$ cat src/inc/cof_trace_defines.vh
// Purpose: constants for the change-of-flow trace capture block
// Assumes: byte-wide register port, 8-bit offsets
// Notes: definitions only
`ifndef COF_TRACE_DEFINES_VH
`define COF_TRACE_DEFINES_VH

// register offsets
`define OFS_DEBUG_CONTROL_ONE 8'h20
`define OFS_DEBUG_STATE_FLAGS 8'h21
`define OFS_TRACE_CONTROL 8'h22
`define OFS_DEBUG_CONTROL_TWO 8'h23
`define OFS_TRACE_WORD_HIGH 8'h24
`define OFS_TRACE_WORD_LOW 8'h25
`define OFS_TRACE_LINE_COUNT 8'h26
`define OFS_SEQ_CONTROL 8'h27
`define OFS_CMP_CONTROL 8'h28
`define OFS_CMP_ADDR_HIGH 8'h29
`define OFS_CMP_ADDR_MID 8'h2a
`define OFS_CMP_ADDR_LOW 8'h2b
`define OFS_TRACE_READ_INDEX 8'h2c
`define OFS_TRACE_WORD_EXT 8'h2d
`define OFS_IRQ_STATUS 8'h2e
`define OFS_IRQ_MASK 8'h2f

// trace control fields and register write masks
`define TCR_SOURCE_BIT 6
`define TCR_MODE_HI 3
`define TCR_MODE_LO 2
`define TCR_ALIGN_BIT 0
`define TCR_WRITE_MASK 8'h4d
`define CTL1_WRITE_MASK 8'h1b
`define CTL2_WRITE_MASK 8'h03
`define CMP_A_WRITE_MASK 8'hff
`define CMP_B_WRITE_MASK 8'hfd
`define CMP_C_WRITE_MASK 8'h3d

// comparator select codes in control one
`define CMP_SEL_A 2'h0
`define CMP_SEL_B 2'h1
`define CMP_SEL_C 2'h2

// trace modes
`define MODE_NORMAL 2'h0

// change-of-flow classes from the core
`define COF_NONE 3'h0
`define COF_COND_BRANCH 3'h1
`define COF_INDEXED_JUMP 3'h2
`define COF_RETURN 3'h3
`define COF_INTERRUPT 3'h4
`define COF_UNCOND 3'h5

// buffer geometry
`define LINE_AW 6
`define LINE_COUNT_MAX 7'h40
`define LINE_LAST 6'h3f
`define ADDR_W 18
`define ENTRY_W 20

// reset values
`define RST_BYTE 8'h00

// interrupt status bits
`define IRQ_BIT_STORED 0
`define IRQ_BIT_WRAP 1

`endif

$ cat src/verilog/cof_trace.v
// Purpose: capture change-of-flow addresses of the core into a circular trace buffer
// Assumes: core presents one retired instruction per cycle with its flow class
// Notes: only normal trace mode records; the other modes are kept selectable but idle
//   comparator and sequencer registers store values; no match logic sits behind them
//   lines not yet written since arming read back as zero
//
// Functional notes
// - Four trace modes exist, chosen by the mode-select field of the trace control register.
// - Entries are recorded only while the trace-source enable bit is set; a held coincident vector is still written after it clears.
// - Once all lines are used the writer wraps to line zero, overwriting the oldest entries.
// - Normal mode stores only change-of-flow addresses and nothing else.
// - Taken conditional branches of every flavour store their source address.
// - Indexed jump, jump-to-subroutine and call store their destination address.
// - Returns from interrupt, subroutine and call store their destination address.
// - A taken interrupt stores its vector address, except background debug vectors.
// - Unconditional branches, branch-to-subroutine, background entry and non-indexed jumps store nothing.
// - Each entry holds the full 18-bit address plus a source/destination bit.
// - A destination entry is written at completion; a coincident interrupt vector follows it.
// - The block has no external pins; inputs come from core buses, outputs go to registers and the irq_o interrupt line.
//
// Implementation choice: the plain strobed port.
`timescale 1ns/100ps
`include "cof_trace_defines.vh"

module cof_trace (
  // clock and reset
  input wire clk_i,
  input wire reset_n_i,
  // core retirement bus
  input wire retire_i,
  input wire [2:0] cof_class_i,
  input wire branch_taken_i,
  input wire [17:0] source_addr_i,
  input wire [17:0] dest_addr_i,
  input wire irq_taken_i,
  input wire irq_is_background_i,
  input wire [17:0] vector_addr_i,
  // register port
  input wire [7:0] addr_i,
  input wire [7:0] wdata_i,
  input wire wr_i,
  input wire rd_i,
  output reg [7:0] rdata_o,
  // interrupt
  output reg irq_o
);

  // control registers
  reg [7:0] debug_control_one_reg;
  reg [7:0] trace_control_reg;
  reg [7:0] debug_control_two_reg;
  reg [7:0] irq_mask_reg;
  reg [1:0] irq_status_reg;
  reg [1:0] irq_status_next;
  // buffer state
  reg [`ENTRY_W-1:0] line_mem [0:63];
  reg [`LINE_AW-1:0] wr_ptr_reg;
  reg [6:0] valid_count_reg;
  reg full_reg;
  reg [`LINE_AW-1:0] rd_index_reg;
  reg [`ENTRY_W-1:0] read_word;
  // pending vector entry that trails an instruction entry
  reg vec_pend_reg;
  reg [17:0] vec_addr_reg;
  // next values of the buffer state
  reg [`LINE_AW-1:0] wr_ptr_next;
  reg [6:0] valid_count_next;
  reg full_next;
  reg vec_pend_next;
  reg [17:0] vec_addr_next;
  // lines written since the buffer was last armed
  reg [63:0] line_valid_reg;
  // comparator and sequencer storage
  reg [3:0] seq_ctl_reg;
  reg [7:0] cmp_a_ctl_reg;
  reg [7:0] cmp_b_ctl_reg;
  reg [7:0] cmp_c_ctl_reg;
  reg [17:0] cmp_a_addr_reg;
  reg [17:0] cmp_b_addr_reg;
  reg [17:0] cmp_c_addr_reg;
  // window onto the comparator picked by control one
  reg [7:0] cmp_ctl_view;
  reg [17:0] cmp_addr_view;
  // read data for the next cycle
  reg [7:0] rdata_next;

  wire [1:0] trace_mode = trace_control_reg[`TCR_MODE_HI:`TCR_MODE_LO];
  wire trace_on = trace_control_reg[`TCR_SOURCE_BIT];
  wire normal_on = trace_on && (trace_mode == `MODE_NORMAL);
  // comparator picked for register access
  wire [1:0] cmp_sel = debug_control_one_reg[1:0];
  // enable written from 0 to 1 restarts the buffer
  wire rearm_now = wr_i && addr_i == `OFS_TRACE_CONTROL &&
                   wdata_i[`TCR_SOURCE_BIT] && !trace_on;

  // classify the retiring instruction; unlisted classes never record
  reg cof_store;
  reg cof_is_dest;
  reg [17:0] cof_addr;
  always @* begin
    cof_store = 1'b0;
    cof_is_dest = 1'b0;
    cof_addr = source_addr_i;
    case (cof_class_i)
      `COF_COND_BRANCH: begin
        cof_store = branch_taken_i;
        cof_addr = source_addr_i;
      end
      `COF_INDEXED_JUMP: begin
        cof_store = 1'b1;
        cof_is_dest = 1'b1;
        cof_addr = dest_addr_i;
      end
      `COF_RETURN: begin
        cof_store = 1'b1;
        cof_is_dest = 1'b1;
        cof_addr = dest_addr_i;
      end
      `COF_UNCOND: cof_store = 1'b0;
      default: cof_store = 1'b0;
    endcase
  end

  wire ins_event = normal_on && retire_i && cof_store;
  wire irq_event = normal_on && irq_taken_i && !irq_is_background_i;
  // instruction entry has priority; a vector in the same cycle waits for the next cycle without an instruction entry
  wire vec_now = vec_pend_reg || (irq_event && !ins_event);
  wire store_now = ins_event || vec_now;
  wire [`ENTRY_W-1:0] entry_now = ins_event ? {1'b0, cof_is_dest, cof_addr} :
                                  {1'b0, 1'b1, (vec_pend_reg ? vec_addr_reg : vector_addr_i)};

  // buffer write at the write pointer; pointer and count advance in the state block below
  always @(posedge clk_i) begin
    if (store_now) begin
      line_mem[wr_ptr_reg] <= entry_now;
    end
  end

  // valid map; keeps a read of a never-written line from showing junk
  always @(posedge clk_i or negedge reset_n_i) begin
    if (!reset_n_i) begin
      line_valid_reg <= 64'h0000000000000000;
    end else if (rearm_now) begin
      line_valid_reg <= 64'h0000000000000000;
    end else if (store_now) begin
      line_valid_reg[wr_ptr_reg] <= 1'b1;
    end
  end

  // next pointer, count and wrap state
  always @* begin
    wr_ptr_next = wr_ptr_reg;
    valid_count_next = valid_count_reg;
    full_next = full_reg;
    if (rearm_now) begin
      // rearming tracing restarts the buffer
      wr_ptr_next = 6'h00;
      valid_count_next = 7'h00;
      full_next = 1'b0;
    end else if (store_now) begin
      wr_ptr_next = wr_ptr_reg + 6'h01;
      if (valid_count_reg != `LINE_COUNT_MAX) begin
        // count saturates once every line holds an entry
        valid_count_next = valid_count_reg + 7'h01;
      end
      if (wr_ptr_reg == `LINE_LAST) begin
        full_next = 1'b1;
      end
    end
  end

  // coincident vector is held until a cycle with no instruction entry
  always @* begin
    vec_pend_next = vec_pend_reg;
    vec_addr_next = vec_addr_reg;
    if (ins_event && irq_event) begin
      vec_pend_next = 1'b1;
      vec_addr_next = vector_addr_i;
    end else if (vec_pend_reg && !ins_event) begin
      vec_pend_next = 1'b0;
    end
  end

  // pointer, count, wrap and pending vector state
  always @(posedge clk_i or negedge reset_n_i) begin
    if (!reset_n_i) begin
      wr_ptr_reg <= 6'h00;
      valid_count_reg <= 7'h00;
      full_reg <= 1'b0;
      vec_pend_reg <= 1'b0;
      vec_addr_reg <= 18'h00000;
    end else begin
      wr_ptr_reg <= wr_ptr_next;
      valid_count_reg <= valid_count_next;
      full_reg <= full_next;
      vec_pend_reg <= vec_pend_next;
      vec_addr_reg <= vec_addr_next;
    end
  end

  // software-visible registers
  always @(posedge clk_i or negedge reset_n_i) begin
    if (!reset_n_i) begin
      debug_control_one_reg <= `RST_BYTE;
      trace_control_reg <= `RST_BYTE;
      debug_control_two_reg <= `RST_BYTE;
      irq_mask_reg <= `RST_BYTE;
      rd_index_reg <= 6'h00;
    end else if (wr_i) begin
      case (addr_i)
        `OFS_DEBUG_CONTROL_ONE: debug_control_one_reg <= wdata_i & `CTL1_WRITE_MASK;
        `OFS_TRACE_CONTROL: trace_control_reg <= wdata_i & `TCR_WRITE_MASK;
        `OFS_DEBUG_CONTROL_TWO: debug_control_two_reg <= wdata_i & `CTL2_WRITE_MASK;
        `OFS_TRACE_READ_INDEX: rd_index_reg <= wdata_i[5:0];
        `OFS_IRQ_MASK: irq_mask_reg <= {6'h00, wdata_i[1:0]};
        default: rd_index_reg <= rd_index_reg;
      endcase
    end else if (rd_i && addr_i == `OFS_TRACE_WORD_LOW) begin
      rd_index_reg <= rd_index_reg + 6'h01; // low byte read steps to next line
    end
  end

  // comparator and sequencer registers; control one picks the comparator seen
  always @(posedge clk_i or negedge reset_n_i) begin
    if (!reset_n_i) begin
      seq_ctl_reg <= 4'h0;
      cmp_a_ctl_reg <= `RST_BYTE;
      cmp_b_ctl_reg <= `RST_BYTE;
      cmp_c_ctl_reg <= `RST_BYTE;
      cmp_a_addr_reg <= 18'h00000;
      cmp_b_addr_reg <= 18'h00000;
      cmp_c_addr_reg <= 18'h00000;
    end else if (wr_i) begin
      case (addr_i)
        `OFS_SEQ_CONTROL: seq_ctl_reg <= wdata_i[3:0];
        // control byte; reserved bits of each comparator stay zero
        `OFS_CMP_CONTROL: begin
          case (cmp_sel)
            `CMP_SEL_A: cmp_a_ctl_reg <= wdata_i & `CMP_A_WRITE_MASK;
            `CMP_SEL_B: cmp_b_ctl_reg <= wdata_i & `CMP_B_WRITE_MASK;
            `CMP_SEL_C: cmp_c_ctl_reg <= wdata_i & `CMP_C_WRITE_MASK;
            // select three has no comparator behind it, the write is dropped
            default: cmp_a_ctl_reg <= cmp_a_ctl_reg;
          endcase
        end
        // top two bits of the 18-bit compare address
        `OFS_CMP_ADDR_HIGH: begin
          case (cmp_sel)
            `CMP_SEL_A: cmp_a_addr_reg[17:16] <= wdata_i[1:0];
            `CMP_SEL_B: cmp_b_addr_reg[17:16] <= wdata_i[1:0];
            `CMP_SEL_C: cmp_c_addr_reg[17:16] <= wdata_i[1:0];
            default: cmp_a_addr_reg <= cmp_a_addr_reg;
          endcase
        end
        // middle byte of the compare address
        `OFS_CMP_ADDR_MID: begin
          case (cmp_sel)
            `CMP_SEL_A: cmp_a_addr_reg[15:8] <= wdata_i;
            `CMP_SEL_B: cmp_b_addr_reg[15:8] <= wdata_i;
            `CMP_SEL_C: cmp_c_addr_reg[15:8] <= wdata_i;
            default: cmp_a_addr_reg <= cmp_a_addr_reg;
          endcase
        end
        // low byte of the compare address
        `OFS_CMP_ADDR_LOW: begin
          case (cmp_sel)
            `CMP_SEL_A: cmp_a_addr_reg[7:0] <= wdata_i;
            `CMP_SEL_B: cmp_b_addr_reg[7:0] <= wdata_i;
            `CMP_SEL_C: cmp_c_addr_reg[7:0] <= wdata_i;
            default: cmp_a_addr_reg <= cmp_a_addr_reg;
          endcase
        end
        default: seq_ctl_reg <= seq_ctl_reg;
      endcase
    end
  end

  // selected comparator as software sees it; the unused select reads zero
  // one view feeds both the control and the address reads
  always @* begin
    cmp_ctl_view = 8'h00;
    cmp_addr_view = 18'h00000;
    case (cmp_sel)
      `CMP_SEL_A: begin
        cmp_ctl_view = cmp_a_ctl_reg;
        cmp_addr_view = cmp_a_addr_reg;
      end
      `CMP_SEL_B: begin
        cmp_ctl_view = cmp_b_ctl_reg;
        cmp_addr_view = cmp_b_addr_reg;
      end
      `CMP_SEL_C: begin
        cmp_ctl_view = cmp_c_ctl_reg;
        cmp_addr_view = cmp_c_addr_reg;
      end
      default: begin
        cmp_ctl_view = 8'h00;
        cmp_addr_view = 18'h00000;
      end
    endcase
  end

  // sticky events; a new event wins over the read-clear
  always @* begin
    irq_status_next = irq_status_reg;
    if (rd_i && addr_i == `OFS_IRQ_STATUS) begin
      irq_status_next = 2'h0;
    end
    if (store_now) begin
      irq_status_next[`IRQ_BIT_STORED] = 1'b1;
    end
    if (store_now && wr_ptr_reg == 6'h3f) begin
      irq_status_next[`IRQ_BIT_WRAP] = 1'b1;
    end
  end

  always @(posedge clk_i or negedge reset_n_i) begin
    if (!reset_n_i) begin
      irq_status_reg <= 2'h0;
      irq_o <= 1'b0;
    end else begin
      irq_status_reg <= irq_status_next;
      irq_o <= |(irq_status_next & irq_mask_reg[1:0]);
    end
  end

  // read mux, data one cycle after the strobe; unmapped reads zero
  always @* begin
    read_word = {`ENTRY_W{1'b0}};
    if (line_valid_reg[rd_index_reg]) begin
      read_word = line_mem[rd_index_reg];
    end
  end

  // read selection; sequencer control and match flags share an offset,
  // reads return the control since no match flag can ever be set
  always @* begin
    rdata_next = 8'h00;
    if (rd_i) begin
      case (addr_i)
        `OFS_DEBUG_CONTROL_ONE: rdata_next = debug_control_one_reg;
        `OFS_DEBUG_STATE_FLAGS: rdata_next = {full_reg, 7'h00};
        `OFS_TRACE_CONTROL: rdata_next = trace_control_reg;
        `OFS_DEBUG_CONTROL_TWO: rdata_next = debug_control_two_reg;
        `OFS_TRACE_WORD_HIGH: rdata_next = read_word[15:8];
        `OFS_TRACE_WORD_LOW: rdata_next = read_word[7:0];
        `OFS_TRACE_LINE_COUNT: rdata_next = {full_reg, valid_count_reg};
        `OFS_SEQ_CONTROL: rdata_next = {4'h0, seq_ctl_reg};
        `OFS_CMP_CONTROL: rdata_next = cmp_ctl_view;
        `OFS_CMP_ADDR_HIGH: rdata_next = {6'h00, cmp_addr_view[17:16]};
        `OFS_CMP_ADDR_MID: rdata_next = cmp_addr_view[15:8];
        `OFS_CMP_ADDR_LOW: rdata_next = cmp_addr_view[7:0];
        `OFS_TRACE_READ_INDEX: rdata_next = {2'h0, rd_index_reg};
        `OFS_TRACE_WORD_EXT: rdata_next = {4'h0, read_word[19:16]};
        `OFS_IRQ_STATUS: rdata_next = {6'h00, irq_status_reg};
        `OFS_IRQ_MASK: rdata_next = irq_mask_reg;
        default: rdata_next = 8'h00;
      endcase
    end
  end

  // registered so the port stands for exactly the one cycle after the strobe
  always @(posedge clk_i or negedge reset_n_i) begin
    if (!reset_n_i) begin
      rdata_o <= 8'h00;
    end else begin
      rdata_o <= rdata_next;
    end
  end

  // no pins leave this block; everything lives on core buses, registers and the irq_o interrupt line
endmodule // cof_trace

$ cat config.mk
export PLATFORM = sky130hd
export DESIGN_NAME = cof_trace
export DESIGN_NICKNAME = d
export VERILOG_FILES = /design/src/verilog/cof_trace.v
export VERILOG_INCLUDE_DIRS = /design/src /design/src/inc
export SDC_FILE = /design/constraint.sdc
export NUM_CORES = 2
export LEC_CHECK = 0
export BUFFER_PORTS_ARGS = -buffer_cell sky130_fd_sc_hd__buf_2
export CAP_MARGIN = 40
export CORE_UTILIZATION = 50
export DETAILED_ROUTE_END_ITERATION = 6
export GPL_ROUTABILITY_DRIVEN = 0
export HOLD_SLACK_MARGIN = 0.02
export PLACE_DENSITY = 0.72
export SLEW_MARGIN = 10
export SYNTH_ARGS = -nofsm -noshare
export SYNTH_HDL_FRONTEND = slang
export SYNTH_SLANG_ARGS = --single-unit
$ cat constraint.sdc
create_clock -name clk_i -period 6.2 [get_ports clk_i]
set_input_delay 0.93 -clock clk_i [delete_from_list [all_inputs] [get_ports clk_i]]
set_output_delay 0.93 -clock clk_i [all_outputs]
set_load 0.03 [all_outputs]
Yosys cells after proc, flatten, opt, wreduce, memory -nomap -nowiden
Memory sizes are Yosys's and may differ from the RTL's.
Cells that the tools add are included.
{"block": "op_classes", "n_reduce_logical": 49, "n_eq_ne": 24, "n_mux": 37, "multipliers": 0, "order_cmp": 3, "div_mod_pow": 0, "n_bitwise": 5, "shifts": 0, "n_addsub": 3}
{"op": "8-bit by 6-bit == test with 1-bit output (second input constant)", "count": 16}
{"op": "64-bit 2-to-1 mux", "count": 2}
{"op": "8-bit one-hot mux with 16 select lines", "count": 1}
{"op": "18-bit one-hot mux with 3 select lines", "count": 2}
{"op": "64-bit OR", "count": 1}
{"op": "18-bit 2-to-1 mux", "count": 2}
{"op": "6-bit 2-to-1 mux", "count": 5}
{"op": "3-bit AND reduction", "count": 9}
{"op": "8-bit one-hot mux with 3 select lines", "count": 1}
{"op": "7-bit 2-to-1 mux", "count": 3}
{"op": "20-bit 2-to-1 mux", "count": 1}
{"op": "19-bit 2-to-1 mux", "count": 1}
{"op": "8-bit 2-to-1 mux", "count": 2}
{"op": "2-bit AND reduction", "count": 8}
{"op": "1-bit logical AND", "count": 15}
{"op": "5-bit AND reduction", "count": 3}
{"op": "6-bit by 7-bit < comparator with 1-bit output (second input constant)", "count": 2}
{"op": "6-bit by 1-bit adder with 6-bit output (second input constant)", "count": 2}
{"op": "1-bit 2-to-1 mux", "count": 12}
{"op": "2-bit nonzero test", "count": 5}
{"op": "7-bit by 1-bit adder with 7-bit output (second input constant)", "count": 1}
{"op": "7-bit != test (second input constant)", "count": 1}
{"op": "1-bit binary-select mux with 6-bit select", "count": 1}
{"op": "1-bit demux with 6-bit select", "count": 1}
{"op": "other kinds (15)", "count": 24}
{"block": "word_totals", "output_inout_bits": 9, "word_cells": 149, "memories": 1, "input_bits": 81, "latchBits": 0, "ramBits": 1216, "ff_bits": 204, "romBits": 0}
{"memory": "line_mem", "words": 64, "word_bits": 19, "read_ports": 1, "rd_ports_with_merged_regs": 0, "wr": 1, "line_no": "cof_trace.v:56", "text": "reg [`ENTRY_W-1:0] line_mem [0:63];"}

Longest topological paths before layout
{"block": "logic_depth", "word_depth": 12, "ltp_mapped": 13, "mapped_depth_nobuf": 7}

Least setup slack after synthesis
Ideal clock, no wire load.
{"block": "synth_timing", "kind": "in2reg", "start": "in cof_class_i[2]", "end": "mem line_mem[0][10] (netlist name), data pin", "path_stages": 5, "setup_time_ns": 0.548, "required_ns": 5.652, "t_arrival_ns": 3.833, "path_buffers": 2, "path_slack_ns": 1.819, "path_cell_list": "nand2b_1 > clkbuf_1 > buf_1 > mux2i_1 > a21oi_1"}
{"block": "synth_between", "elab_chain_len": 5, "elab_cells_between_ends": 8, "cone_classes": "eq/ne (3); mux (3); reduce/logical (2)"}
{"element": "from (decl)", "line_no": "cof_trace.v:31", "text": "input wire [2:0] cof_class_i,"}
{"element": "3-bit by 2-bit == test with 1-bit output", "line_no": "cof_trace.v:104", "text": "case (cof_class_i)"}
{"element": "2-bit OR reduction (no line)"}
{"element": "1-bit one-hot mux with 2 select lines", "line_no": "cof_trace.v:104"}
{"element": "1-bit logical AND", "line_no": "cof_trace.v:124", "text": "wire ins_event = normal_on && retire_i && cof_store;"}
{"element": "19-bit 2-to-1 mux (*)", "line_no": "cof_trace.v:129", "text": "wire [`ENTRY_W-1:0] entry_now = ins_event ? {1'b0, cof_is_dest, cof_addr} :"}
{"element": "via entry_now[10]", "line_no": "cof_trace.v:129"}
{"element": "to (decl)", "line_no": "cof_trace.v:56"}
Mark *: on every way through the listed nets, which the timed path passes. The rest lies on a longest branch.

Final worst setup path
{"block": "layout_timing", "start": "reg rd_index_reg[0]", "end": "reg rdata_o[7]"}
{"block": "layout_between", "elab_chain_len": 5, "elab_cells_between_ends": 6, "cone_classes": "mux (5); memory (1)"}
{"element": "from (decl)", "line_no": "cof_trace.v:60", "text": "reg [`LINE_AW-1:0] rd_index_reg;"}
{"element": "from (signal assigned)", "line_no": "cof_trace.v:214", "text": "`OFS_TRACE_READ_INDEX: rd_index_reg <= wdata_i[5:0];"}
{"element": "from (signal assigned)", "line_no": "cof_trace.v:216", "text": "default: rd_index_reg <= rd_index_reg;"}
{"element": "from (signal assigned)", "line_no": "cof_trace.v:219", "text": "rd_index_reg <= rd_index_reg + 6'h01;"}
{"element": "1-bit binary-select mux with 6-bit select", "line_no": "cof_trace.v:330", "text": "if (line_valid_reg[rd_index_reg]) begin"}
{"element": "1-bit 2-to-1 mux (not written as such)", "line_no": "cof_trace.v:330"}
{"element": "20-bit 2-to-1 mux (*)", "line_no": "cof_trace.v:330"}
{"element": "8-bit one-hot mux with 16 select lines (*)", "line_no": "cof_trace.v:340", "text": "case (addr_i)"}
{"element": "8-bit 2-to-1 mux (*)", "line_no": "cof_trace.v:339", "text": "if (rd_i) begin"}
{"element": "via rdata_next[7]", "line_no": "cof_trace.v:85", "text": "reg [7:0] rdata_next;"}
{"element": "to (signal assigned)", "line_no": "cof_trace.v:367", "text": "rdata_o <= rdata_next;"}
{"element": "to (decl)", "line_no": "cof_trace.v:43", "text": "output reg [7:0] rdata_o,"}
Mark *: on every way through the listed nets, which the timed path passes. The rest lies on a longest branch. The select of a mux whose other input is x is not followed.
A chain may end at the register's enable or synchronous reset.

==> metrics.txt <==
global-route usage over all layers approximately a quarter; Net Sw Power 4.498 mW; num ports 90; Clock Pin Slew Worst Setup and Hold Paths 0.06 ns; Layout Utilization 57.31%; R2R setup slack 1.68 ns; post-layout min period roughly 4.5 ns; synthesized area 56610 µm²; share of post-route cells with drive strength above 1 26.56%; worst-margin pin slew 0.9197 ns; clock share of power approximately two fifths; Final period util 72.83%; reg-to-reg endpoint rdata_o[7]$_DFF_PN0_; Via Count 30705; worst min-delay path class in -> async; crit path max fanout 34; EDFF count, synth 1216; largest net degree at the start of global routing 83; diode count 0; chip height 338.5 µm; status finished, violations left; CORE AREA 112300 µm²; Max Clock Skew 0.03529 ns; Initial Utilization 50.39%; Routed Antenna Nets 0; Reg power frac 51.6%; Post-synth ARST share 14.37%; H-tree levels 4; CTS Sinks 1420; die width 338.5 µm; sequential share of the synthesized area around three quarters; max-capacitance violation count 0; DRT Pass-1 Iters 7; max reg flops 1216; post_cts resized 0; number of global-route vias before repair 30579; post-synth cell types 78; slew margin rel. 38.04%; root buffer cell clkbuf_16; Sw Share between 20% and 30%; Mapped Nets 3121; PortBufs 89; CTS tree done; Final Setup Violations 0; PwrDens between 300 and 400 nW/µm²; Area Overhead vs Synth 13.75%; first-pass GRT wire length 208.7 mm; Layout Nets 3328; Req. time, crit path just under 7 ns; CTS Hold Bufs 0; worst r2r src rd_index_reg[0]$_DFFE_PN0P_; Die ar. between 100000 and 150000 µm²; post-synthesis sequential element count around 1400; commonest non-fill, non-tap cell in the layout edfxtp_1; Logic pwr share 7.3%; commonest register cell after synthesis edfxtp_1; Int Pwr around 16 mW; RSZ-0062 raised after global routing false; CTS Buffer Depth 3; Clock Latency Late Sink 0.77 ns; critical path type reg -> reg; setup bufs post-CTS 0; Avg Synthesized Cell Area 18.64 µm²; most frequent cells in the layout 1216 x edfxtp_1, 245 x mux2i_1, 226 x mux4_2; final WL approximately 140 mm; leakage approximately 22 nW; post-DP HPWL 86.33 mm; routed vias/inst 6.321; Hold Vio Cnt, Final 0; reg2reg path depth 7; initial DRC count 4014; Worst EP arrival roughly 5 ns; Residual DRC 2; CTS Buf Count ~140; Worst VDD drop 285.5 µV; Mapped Cells 3036; initial antenna violation count 2; Max Clock Freq 221.5 MHz; Core Rows approximately 120; startpoint class of the critical path flip-flop; grt ovf 0; failing checks DRC; synth warn 0; drt wl/cell between 20 and 30 µm; critical path endpoint category flip-flop; Slew Viols, Final 0; setup_tns 0 ns
==> cells by family after synthesis <==
logic type      count (synthesis)  synth area share [%]
flops                        1420                 73.53
simple gates                  372                 3.170
mux                           585                 15.59
buf+inv                       196                 1.846
compound gates                450                 5.639
xor+xnor                        9                0.1393
fa+ha+maj                       4               0.08842
==> critical path, stage by stage, from the launching register on <==
cell,delay (ns)
dfrtp_4,0.91
buf_4,0.55
mux4_2,0.57
a22o_1,0.24
a211oi_1,0.74
a211oi_1,0.30
o31ai_1,0.68
a41oi_1,0.25
==> synthesized netlist by cell type, types with 9 or more instances <==
master,number,share of area (%)
a2111oi_0,11,0.17
a211oi_1,73,0.97
a21oi_1,80,0.71
a221oi_1,11,0.17
a22o_1,22,0.34
a22oi_1,33,0.44
buf_1,16,0.11
buf_2,34,0.30
buf_4,22,0.29
buf_6,23,0.46
clkbuf_1,89,0.59
dfrtp_1,204,9.0
edfxtp_1,1216,65
inv_1,9,0.060
mux2_2,114,2.3
mux2i_1,245,4.3
mux4_2,226,9.0
nand2_1,54,0.36
nand3_1,25,0.22
nor2_1,184,1.2
nor2b_1,34,0.38
o21a_1,34,0.45
o21ai_0,38,0.34
o221ai_1,38,0.59
o22ai_1,52,0.57
==> per-stage QoR <==
step | power [mW] | cell area, µm² | worst slack (ns) | hold WS (ns) | cells
2_1_floorplan | 11.62 | 56610 | 1.819 | 0.4589 | 3036
3_3_place_gp | 12.09 | 59390 | 1.685 | 0.4678 | 4571
3_5_place_dp | 12.14 | 59790 | 1.771 | 0.4764 | 4595
4_1_cts | 20.38 | 64330 | 1.763 | 0.1595 | 4854
5_1_grt | 20.85 | 64390 | 1.632 | 0.1996 | 4858
6_report | 20.30 | 64390 | 1.685 | 0.1676 | 4858
==> power by group through the flow <==
stage	Clock (mW)	Sequential (mW)	Combinational [mW]
after global routing	8.81	10.5	1.55
final	8.34	10.5	1.47
after floorplan	0	10.6	0.988
after detailed placement	0	10.7	1.46
after CTS	8.43	10.5	1.47
after global placement	0	10.7	1.42
==> worst max-delay path by stage <==
stage | startpoint | end | slack [ns]
finish | rd_index_reg[0]$_DFFE_PN0P_ | rdata_o[7]$_DFF_PN0_ | 1.68
global route | rd_index_reg[0]$_DFFE_PN0P_ | rdata_o[6]$_DFF_PN0_ | 1.63
CTS | trace_control_reg[6]$_DFFE_PN0P_ | line_mem[35][13]$_DFFE_PP_ | 1.76
detailed placement | trace_control_reg[6]$_DFFE_PN0P_ | line_mem[35][2]$_DFFE_PP_ | 1.77
global placement | trace_control_reg[6]$_DFFE_PN0P_ | line_mem[39][12]$_DFFE_PP_ | 1.69
floorplan | cof_class_i[2] | line_mem[0][10]$_DFFE_PP_ | 1.82
==> area by class of cell <==
type | instances | area, µm²
Fill cell | 8240 | 47960
Sequential cell | 1420 | 41630
Multi-Input combinational cell | 1420 | 14350
Clock buffer | 187 | 3889
Timing Repair Buffer | 248 | 1947
Tap cell | 1500 | 1877
Clock inverter | 72 | 654.4
Inverter | 11 | 41.29
==> per-layer routing <==
metal / global-route usage (%) / vias to the layer above / part of all wire (%)
met5: 0 / - / 0.0091
met4: 11.18 / 2 / 4.4
met3: 5.395 / 269 / 10
met2: 38.30 / 1680 / 47
met1: 34.84 / 16009 / 39
li1: - / 12745 / -
Note: power is estimated with default switching activity, not from simulation.
